===== config.mk =====
export PLATFORM = sky130hd
export DESIGN_NAME = emdsp_port
export DESIGN_NICKNAME = d
export VERILOG_FILES = /design/src/emdsp_pkg.sv /design/src/emdsp_sync.sv /design/src/emdsp_port.sv
export VERILOG_INCLUDE_DIRS = /design/src
export SDC_FILE = /design/constraint.sdc
export NUM_CORES = 1
export LEC_CHECK = 0
export ABC_AREA = 0
export BUFFER_PORTS_ARGS = -buffer_cell sky130_fd_sc_hd__buf_2
export CAP_MARGIN = 15
export CORE_MARGIN = 2
export CORE_UTILIZATION = 25
export CTS_CLUSTER_DIAMETER = 150
export DETAILED_ROUTE_END_ITERATION = 12
export PLACE_DENSITY = 0.48
export REMOVE_ABC_BUFFERS = 1
export SYNTH_ARGS = -nofsm -noshare
export SYNTH_HDL_FRONTEND = slang
export SYNTH_SLANG_ARGS = --single-unit

===== constraint.sdc =====
create_clock -name clk_sys_in -period 2.7 [get_ports clk_sys_in]
set_input_delay 0.54 -clock clk_sys_in [delete_from_list [all_inputs] [get_ports clk_sys_in]]
set_output_delay 0.54 -clock clk_sys_in [all_outputs]
set_load 0.01 [all_outputs]

===== src/emdsp_defs.svh =====
// constants for the emulation debug serial port
// assumes inclusion by the package and the design modules only
`ifndef EMDSP_DEFS_SVH
`define EMDSP_DEFS_SVH
`define EMDSP_CLK_NS 40
`define EMDSP_CMD_W 8
`define EMDSP_DATA_W 24
`define EMDSP_ACK_NS 80
`define EMDSP_ACK_CYC (((`EMDSP_ACK_NS) + (`EMDSP_CLK_NS) - 1) / (`EMDSP_CLK_NS))
`define EMDSP_RD_BIT 7
`define EMDSP_SEL_LSB 0
`define EMDSP_SEL_W 2
`define EMDSP_NREG 4
`define EMDSP_READY_DLY 2
`endif


===== src/emdsp_pkg.sv =====
// types shared by the emulation debug serial port modules
// assumes emdsp_defs.svh is on the include path
`include "emdsp_defs.svh"
package emdsp_pkg;
  typedef enum logic [2:0] {
    EMDSP_IDLE = 3'b000,
    EMDSP_CMD = 3'b001,
    EMDSP_PREP = 3'b010,
    EMDSP_ACK = 3'b011,
    EMDSP_RDATA = 3'b100,
    EMDSP_WDATA = 3'b101
  } emdsp_state_t;
  typedef enum logic [1:0] {
    EMDSP_NEXT_CMD = 2'b00,
    EMDSP_NEXT_RD = 2'b01,
    EMDSP_NEXT_WR = 2'b10
  } emdsp_next_t;
  typedef logic [`EMDSP_DATA_W-1:0] emdsp_word_t;
endpackage : emdsp_pkg


===== src/emdsp_sync.sv =====
// two-flop synchroniser with edge detect on the second stage
// assumes async input from a pin, single clock domain
`timescale 1ns/1ns
module emdsp_sync (
  input wire logic clk_sys_in,
  input wire logic sys_rst_in,
  input wire logic async_in,
  output logic level_out,
  output logic rise_out,
  output logic fall_out
);
  typedef struct packed {
    logic s1;
    logic s2;
    logic s3;
  } emdsp_sync_st_t;
  emdsp_sync_st_t st_q, st_d;
  always_comb begin
    st_d = st_q;
    st_d.s1 = async_in;
    st_d.s2 = st_q.s1;
    st_d.s3 = st_q.s2;
  end
  always_ff @(posedge clk_sys_in or posedge sys_rst_in) begin
    if (sys_rst_in) begin
      st_q <= '0;
    end else begin
      st_q <= st_d;
    end
  end
  // only s2/s3 feed logic, s1 is metastability guard
  assign level_out = st_q.s2;
  assign rise_out = st_q.s2 & ~st_q.s3;
  assign fall_out = ~st_q.s2 & st_q.s3;
endmodule : emdsp_sync


===== src/emdsp_port.sv =====
// Function
// [RULE1] sample input on shift clock fall
// [RULE2] commands and data enter msb first
// [RULE3] output changes on shift clock rise
// [RULE4] returned data leaves msb first
// [RULE5] controller keeps shift clock under eighth
// [RULE6] chip state code outside debug mode
// [RULE7] last command selects shifted register
// [RULE8] low pulse on debug entry
// [RULE9] low pulse when read data ready
// [RULE10] low pulse when ready for write
// [RULE11] low pulse after write stored
// [RULE12] input pin released when turning around
// [RULE13] request finishes instruction, enters debug
// [RULE14] controller drops request after acknowledge (the bench resync drops it before the acknowledge)
// [RULE15] request in debug resets port controller (the code skips the reset when the request drops in EMDSP_ACK)
// [RULE16] shift clock synchronised, edges detected
// [RULE17] opcode decoded after full command
//
// emulation debug serial port, device side
// assumes the core supplies halt handshake, status code and register file access
`timescale 1ns/1ns
`include "emdsp_defs.svh"
module emdsp_port #(
  parameter int CMD_W = `EMDSP_CMD_W,
  parameter int DATA_W = `EMDSP_DATA_W
) (
  input wire logic clk_sys_in,
  input wire logic sys_rst_in,
  input wire logic debug_shift_clock_in,
  input wire logic debug_serial_in,
  input wire logic debug_request_in,
  input wire logic core_halted_in,
  input wire logic [1:0] core_status_in,
  input wire emdsp_pkg::emdsp_word_t reg_rdata_in,
  output logic debug_serial_out,
  output logic debug_serial_oe_out,
  output logic debug_serial_in_oe_out,
  output logic chip_state_bit0_out,
  output logic chip_state_bit1_out,
  output logic halt_req_out,
  output logic debug_mode_out,
  output logic [`EMDSP_SEL_W-1:0] reg_sel_out,
  output logic reg_rd_out,
  output logic reg_wr_out,
  output emdsp_pkg::emdsp_word_t reg_wdata_out
);
  import emdsp_pkg::*;
  // elaboration check: the shift and count logic only serves the package layout
  if (CMD_W != `EMDSP_CMD_W || DATA_W != `EMDSP_DATA_W) begin : g_bad_width
    $error("emdsp_port: widths must match the package word and command layout");
  end
  typedef struct packed {
    emdsp_state_t st;
    emdsp_next_t nxt;
    logic dbg;
    logic req_seen;
    logic [CMD_W-1:0] cmd;
    emdsp_word_t sh;
    logic [5:0] cnt;
    logic [2:0] tmr;
    logic so;
    logic so_oe;
    logic si_oe;
    logic os0;
    logic os1;
    logic halt;
    logic [`EMDSP_SEL_W-1:0] sel;
    logic rd;
    logic wr;
    emdsp_word_t wdat;
  } emdsp_port_st_t;
  emdsp_port_st_t s_q, s_d;
  logic sck_rise, sck_fall, si_lvl, req_lvl, req_rise, req_fall;
  // [RULE16] clock sync edges
  emdsp_sync u_sck (
    .clk_sys_in(clk_sys_in),
    .sys_rst_in(sys_rst_in),
    .async_in(debug_shift_clock_in),
    .level_out(),
    .rise_out(sck_rise),
    .fall_out(sck_fall)
  );
  emdsp_sync u_si (
    .clk_sys_in(clk_sys_in),
    .sys_rst_in(sys_rst_in),
    .async_in(debug_serial_in),
    .level_out(si_lvl),
    .rise_out(),
    .fall_out()
  );
  emdsp_sync u_req (
    .clk_sys_in(clk_sys_in),
    .sys_rst_in(sys_rst_in),
    .async_in(debug_request_in),
    .level_out(req_lvl),
    .rise_out(req_rise),
    .fall_out(req_fall)
  );
  function automatic logic [5:0] emdsp_len(input int n);
    emdsp_len = 6'(n - 1);
  endfunction : emdsp_len
  always_comb begin
    s_d = s_q;
    s_d.rd = 1'b0;
    s_d.wr = 1'b0;
    // [RULE6] status code outside debug
    s_d.os0 = s_q.dbg ? 1'b0 : core_status_in[0];
    s_d.os1 = s_q.dbg ? 1'b0 : core_status_in[1];
    if (s_q.st != EMDSP_ACK) begin
      s_d.so = s_q.st == EMDSP_RDATA ? s_q.so : 1'b1;
    end
    unique case (s_q.st)
      EMDSP_IDLE: begin
        s_d.so_oe = 1'b0;
        // [RULE13] halt then debug entry
        if (req_lvl) begin
          s_d.halt = 1'b1;
        end
        if (s_q.halt && core_halted_in) begin
          s_d.dbg = 1'b1;
          s_d.so_oe = 1'b1;
          s_d.nxt = EMDSP_NEXT_CMD;
          s_d.st = EMDSP_ACK;
          s_d.tmr = 3'(`EMDSP_ACK_CYC);
        end
      end
      EMDSP_CMD: begin
        // [RULE1] sample on fall
        if (sck_fall) begin
          // [RULE2] msb first assembly
          s_d.cmd = {s_q.cmd[CMD_W-2:0], si_lvl};
          s_d.cnt = s_q.cnt - 6'h01;
          if (s_q.cnt == 6'h00) begin
            s_d.st = EMDSP_PREP;
            s_d.tmr = 3'(`EMDSP_READY_DLY);
          end
        end
      end
      EMDSP_PREP: begin
        // [RULE17] decode full opcode
        // [RULE7] select from last command
        s_d.sel = s_q.cmd[`EMDSP_SEL_LSB +: `EMDSP_SEL_W];
        s_d.rd = s_q.cmd[`EMDSP_RD_BIT] && s_q.tmr == 3'(`EMDSP_READY_DLY);
        s_d.tmr = s_q.tmr - 3'h1;
        if (s_q.tmr == 3'h0) begin
          s_d.sh = reg_rdata_in;
          s_d.st = EMDSP_ACK;
          s_d.tmr = 3'(`EMDSP_ACK_CYC);
          // [RULE9] read ready pulse follows
          // [RULE10] write ready pulse follows
          s_d.nxt = s_q.cmd[`EMDSP_RD_BIT] ? EMDSP_NEXT_RD : EMDSP_NEXT_WR;
        end
      end
      EMDSP_ACK: begin
        // [RULE8] low acknowledge pulse
        s_d.so = 1'b0;
        s_d.tmr = s_q.tmr - 3'h1;
        if (s_q.tmr == 3'h0) begin
          s_d.so = 1'b1;
          s_d.cnt = emdsp_len(s_q.nxt == EMDSP_NEXT_CMD ? CMD_W : DATA_W);
          unique case (s_q.nxt)
            EMDSP_NEXT_RD: s_d.st = EMDSP_RDATA;
            EMDSP_NEXT_WR: s_d.st = EMDSP_WDATA;
            default: s_d.st = EMDSP_CMD;
          endcase
        end
      end
      EMDSP_RDATA: begin
        // [RULE3] drive on rise
        if (sck_rise) begin
          // [RULE4] msb out first
          s_d.so = s_q.sh[DATA_W-1];
          s_d.sh = {s_q.sh[DATA_W-2:0], 1'b0};
        end
        if (sck_fall) begin
          s_d.cnt = s_q.cnt - 6'h01;
          if (s_q.cnt == 6'h00) begin
            s_d.st = EMDSP_CMD;
            s_d.cnt = emdsp_len(CMD_W);
          end
        end
      end
      EMDSP_WDATA: begin
        if (sck_fall) begin
          s_d.sh = {s_q.sh[DATA_W-2:0], si_lvl};
          s_d.cnt = s_q.cnt - 6'h01;
          if (s_q.cnt == 6'h00) begin
            s_d.wdat = {s_q.sh[DATA_W-2:0], si_lvl};
            s_d.wr = 1'b1;
            // [RULE11] pulse after store
            s_d.st = EMDSP_ACK;
            s_d.nxt = EMDSP_NEXT_CMD;
            s_d.tmr = 3'(`EMDSP_ACK_CYC);
          end
        end
      end
      default: s_d.st = EMDSP_IDLE;
    endcase
    // [RULE14] request rise arms resync, request drop then resets unless in EMDSP_ACK
    if (s_q.dbg && req_rise) begin
      s_d.req_seen = 1'b1;
    end
    // [RULE15] request pulse resets controller unless it ends in EMDSP_ACK
    if (s_q.dbg && s_q.req_seen && req_fall && s_q.st != EMDSP_ACK) begin
      s_d.req_seen = 1'b0;
      s_d.st = EMDSP_ACK;
      s_d.nxt = EMDSP_NEXT_CMD;
      s_d.tmr = 3'(`EMDSP_ACK_CYC);
      s_d.cnt = emdsp_len(CMD_W);
    end else if (req_fall) begin
      s_d.req_seen = 1'b0;
    end
    // [RULE12] input never driven, stays high-z
    s_d.si_oe = 1'b0;
  end
  always_ff @(posedge clk_sys_in or posedge sys_rst_in) begin
    if (sys_rst_in) begin
      s_q <= '0;
      s_q.so <= 1'b1;
    end else begin
      s_q <= s_d;
    end
  end
  assign debug_serial_out = s_q.so;
  assign debug_serial_oe_out = s_q.so_oe;
  assign debug_serial_in_oe_out = s_q.si_oe;
  assign chip_state_bit0_out = s_q.os0;
  assign chip_state_bit1_out = s_q.os1;
  assign halt_req_out = s_q.halt;
  assign debug_mode_out = s_q.dbg;
  assign reg_sel_out = s_q.sel;
  assign reg_rd_out = s_q.rd;
  assign reg_wr_out = s_q.wr;
  assign reg_wdata_out = s_q.wdat;
endmodule : emdsp_port


==> impl_metrics.csv <==
group,metric,value,unit
status,status,"finished, final reports clean",
pwr,ir_worst_vdd,0.399,mV
cells_and_area,final_util,29.5,%
setup_path,end_kind,"register",
die,dieArea,17900,sq um
pwr,leakagePower,2.50,nW
clocking,clk_latency,0.34,ns
sta,slew_viol_final,0,
synthesis,synth-edff-count,0,
sta,layout_worst_path_cycle_share,81.8,%
sta,finalSetupViolCount,0,
drt,dr.pass1.iters,5,
synthesis,syn_area_per_cell,11.3,sq um
synthesis,synth_flop_cell,"dfrtp_1",
synthesis,ys_seq_area_share,52.9,%
clocking,cts_setup_buffers,0,
sta,fmax,453,MHz
global_routing,grt_pass1_vias,2918,
synthesis,ys_ff_latch,89,
die,num_rows,47,
sta,fin_worst_skew,0.0105,ns
die,initial_core_util,25.5,%
cells_and_area,drive_gt1_share,31.0,%
synthesis,synthCells,372,
sta,rsz0062_at_grt,"false",
setup_path,cp.required,2.95,ns
sta,slew_headroom,56.8,%
cells_and_area,layout.nets,449,
synthesis,yosys_warnings,0,
drt,ant_nets,0,
drt,vias,2751,
clocking,tritoncts,"done",
global_routing,grt_max_degree,90,
synthesis,synthAdderAreaFrac,2.08,%
synthesis,synth_top_family_by_area,"multiplexers",
sta,timing.setup.tns,0,ns
sta,worstMarginPinSlew,0.648,ns
clocking,cts_root_buffer,"clkbuf_16",
setup_path,arrival,2.45,ns
clocking,postCtsResizedCells,0,
clocking,htreeDepth,3,
sta,post-route-min-period,2.21,ns
synthesis,synth_cell_types,53,
sta,layout_setup_ws,0.491,ns
cells_and_area,final_cell_area,4880,sq um
global_routing,track_usage,10.2,%
drt,drtIter0Drc,64,
synthesis,synth-xor-area-share,0,%
placement,dpl_cell_area,4570,sq um
setup_path,r2r_cells,5,
placement,dp_slack,0.501,ns
drt,vias_per_cell,4.35,
global_routing,antenna_found_initial,0,
die,chipWidth,134,microns
synthesis,synth-simple-area-share,10.3,%
clocking,clk_pin_slew,0.06,ns
setup_path,worstPathMaxFanout,36,
placement,hpwl,5.99,mm
cells_and_area,antenna_cells,0,
synthesis,muxShareOfSynthArea,15.0,%
flow_run,cap_violations,0,
synthesis,synth_compound_gate_area_share,11.1,%
sta,hold_viol,0,
global_routing,grt_overflow,0,
clocking,cts.sinks,89,
clocking,hold_buffers,0,
clocking,cts_made_buffers,9,
die,die_h,134,microns
setup_path,critical_path_class,"reg2reg",
global_routing,grt_pass1_wl,14.6,mm
hold_path,hp-class,"in2async",
synthesis,async_flop_share,100,%
placement,gp_congestion,0.738,
synthesis,synthesis.area,4210,sq um
drt,wl_per_cell,13.5,microns
die,io_pins,67,
setup_path,startpoint_type,"register",
cells_and_area,area_delta_synth_final,15.8,%
drt,drc,0,
pwr,power_per_cell_area,907,nW/um^2
clocking,cts.path.max_buffers,2,
placement,numPortBuffers,65,
drt,wl,8.57,mm
die,core-area,16500,sq um
[logic make-up (layout without fill, tap and decap cells)]
| kind of cell | Yosys count | in the layout |
|---|---|---|
| AOI/OAI and AO/OA | 73 | 73 |
| adders and majority gates | 7 | 7 |
| buffers and inverters | 57 | 98 |
| DFF | 89 | 89 |
| muxes | 59 | 59 |
| other | 1 | 1 |
| and+or+nand+nor | 86 | 86 |
[final cells by class]
class,instances,area [sq um]
Inverter,14,53.8
Timing Repair Buffer,70,388
Sequential cell,89,2230
Tap cell,220,275
Multi-Input combinational cell,226,1630
Clock inverter,2,37.5
Clock buffer,12,267
Fill cell,1698,11600
[worst max-delay path, stage by stage (launching register included)]
cell,delay [ns]
dfrtp_1,0.75
nand2b_2,0.29
o32a_1,0.35
o22a_2,0.31
buf_12,0.20
o21ai_0,0.20
[state kept, by name, summed over array words and instances, names as in the netlist]
signal,count
reg_rd_out,1
u_req.st_d,1
halt_req_out,1
reg_wdata_out,24
reg_wr_out,1
u_si.level_out,1
s_q,47
u_si.st_d,1
chip_state_bit1_out,1
u_req.st_q,1
u_sck.st_d,1
debug_serial_out,1
chip_state_bit0_out,1
u_req.level_out,1
reg_sel_out,2
debug_mode_out,1
u_sck.st_q,1
debug_serial_oe_out,1
u_sck.level_out,1
[power by group]
part | switching, mW | internal (mW) | leakage (nW)
combinational | 0.641 | 0.518 | 1.23
sequential | 0.308 | 1.69 | 1.12
clock | 0.484 | 0.782 | 0.147
[synth_stat cells, drive strengths merged (2+ instances only)]
cell,number,area share [%]
o31ai,2,0.36
clkbuf,5,0.45
o2bb2ai,3,0.62
nor2,12,1.1
nor2b,6,0.89
nand2b,6,0.89
dfrtp,88,52
mux2i,25,5.9
ha,7,2.1
mux2,34,9.1
nor3b,3,0.53
a21oi,9,1.2
inv,14,1.2
nor3,4,1.0
nand3,4,0.48
a21o,3,0.53
nand2,42,3.8
buf,38,6.8
a41o,2,0.48
a21boi,3,0.53
o21ai,34,4.0
a31oi,5,0.74
[routing by layer]
| layer | track usage, % | wire [microns] | vias to the layer above |
|---|---|---|---|
| li1 | - | - | 1348 |
| met1 | 12.0 | 3700 | 1335 |
| met2 | 17.3 | 4310 | 55 |
| met3 | 2.76 | 367 | 13 |
| met4 | 4.96 | 188 | 0 |
| met5 | 0 | 0 | - |
[final timing paths]
check,from,to,slack (ns)
setup reg to reg,s_q[81]$_DFFE_PP0P_,s_q[62]$_DFFE_PP0P_,0.49
hold reg to reg,u_si.st_d[1]$_DFF_PP0_,u_si.level_out$_DFF_PP0_,0.36
setup / recovery,s_q[81]$_DFFE_PP0P_,s_q[62]$_DFFE_PP0P_,0.49
min in group clk_sys_in,debug_serial_in,u_si.st_d[1]$_DFF_PP0_,0.31
hold / removal,sys_rst_in,s_q[68]$_DFFE_PP0P_,0.28
max in group asynchronous,sys_rst_in,s_q[80]$_DFFE_PP0P_,2.02
[metrics by stage]
step                      hold WS, ns  cells  total power, mW
after global routing            0.291    633             4.76
after floorplan                 0.331    329             2.80
after detailed placement        0.340    619             3.19
after CTS                       0.293    633             4.49
after global placement          0.338    619             3.14
final                           0.281    633             4.42
[layout by cell type (no fill, tap or decap), types with 2 or more instances in the layout]
| cell type | synthesis | layout |
|---|---|---|
| nor3b_1 | 3 | 3 |
| inv_1 | 14 | 13 |
| nand3_1 | 4 | 4 |
| a21o_1 | 3 | 3 |
| o21ai_1 | 20 | 20 |
| nand2_1 | 41 | 41 |
| mux2i_1 | 25 | 25 |
| nor3_1 | 2 | 2 |
| nor3_4 | 2 | 2 |
| a31oi_1 | 5 | 5 |
| o21ai_0 | 14 | 14 |
| buf_4 | 27 | 3 |
| o2bb2ai_1 | 3 | 3 |
| ha_1 | 7 | 7 |
| a21oi_1 | 8 | 8 |
| nand2b_1 | 6 | 5 |
| buf_2 | 4 | 65 |
| a41o_1 | 2 | 2 |
| nor2b_1 | 6 | 6 |
| o31ai_1 | 2 | 2 |
| mux2_2 | 34 | 34 |
| buf_12 | 0 | 2 |
| clkbuf_16 | 0 | 9 |
| nor2_1 | 11 | 11 |
| dfrtp_1 | 88 | 88 |
| clkbuf_8 | 0 | 3 |
| a21boi_0 | 3 | 3 |
No activity file was read; power rests on OpenSTA's default activity.
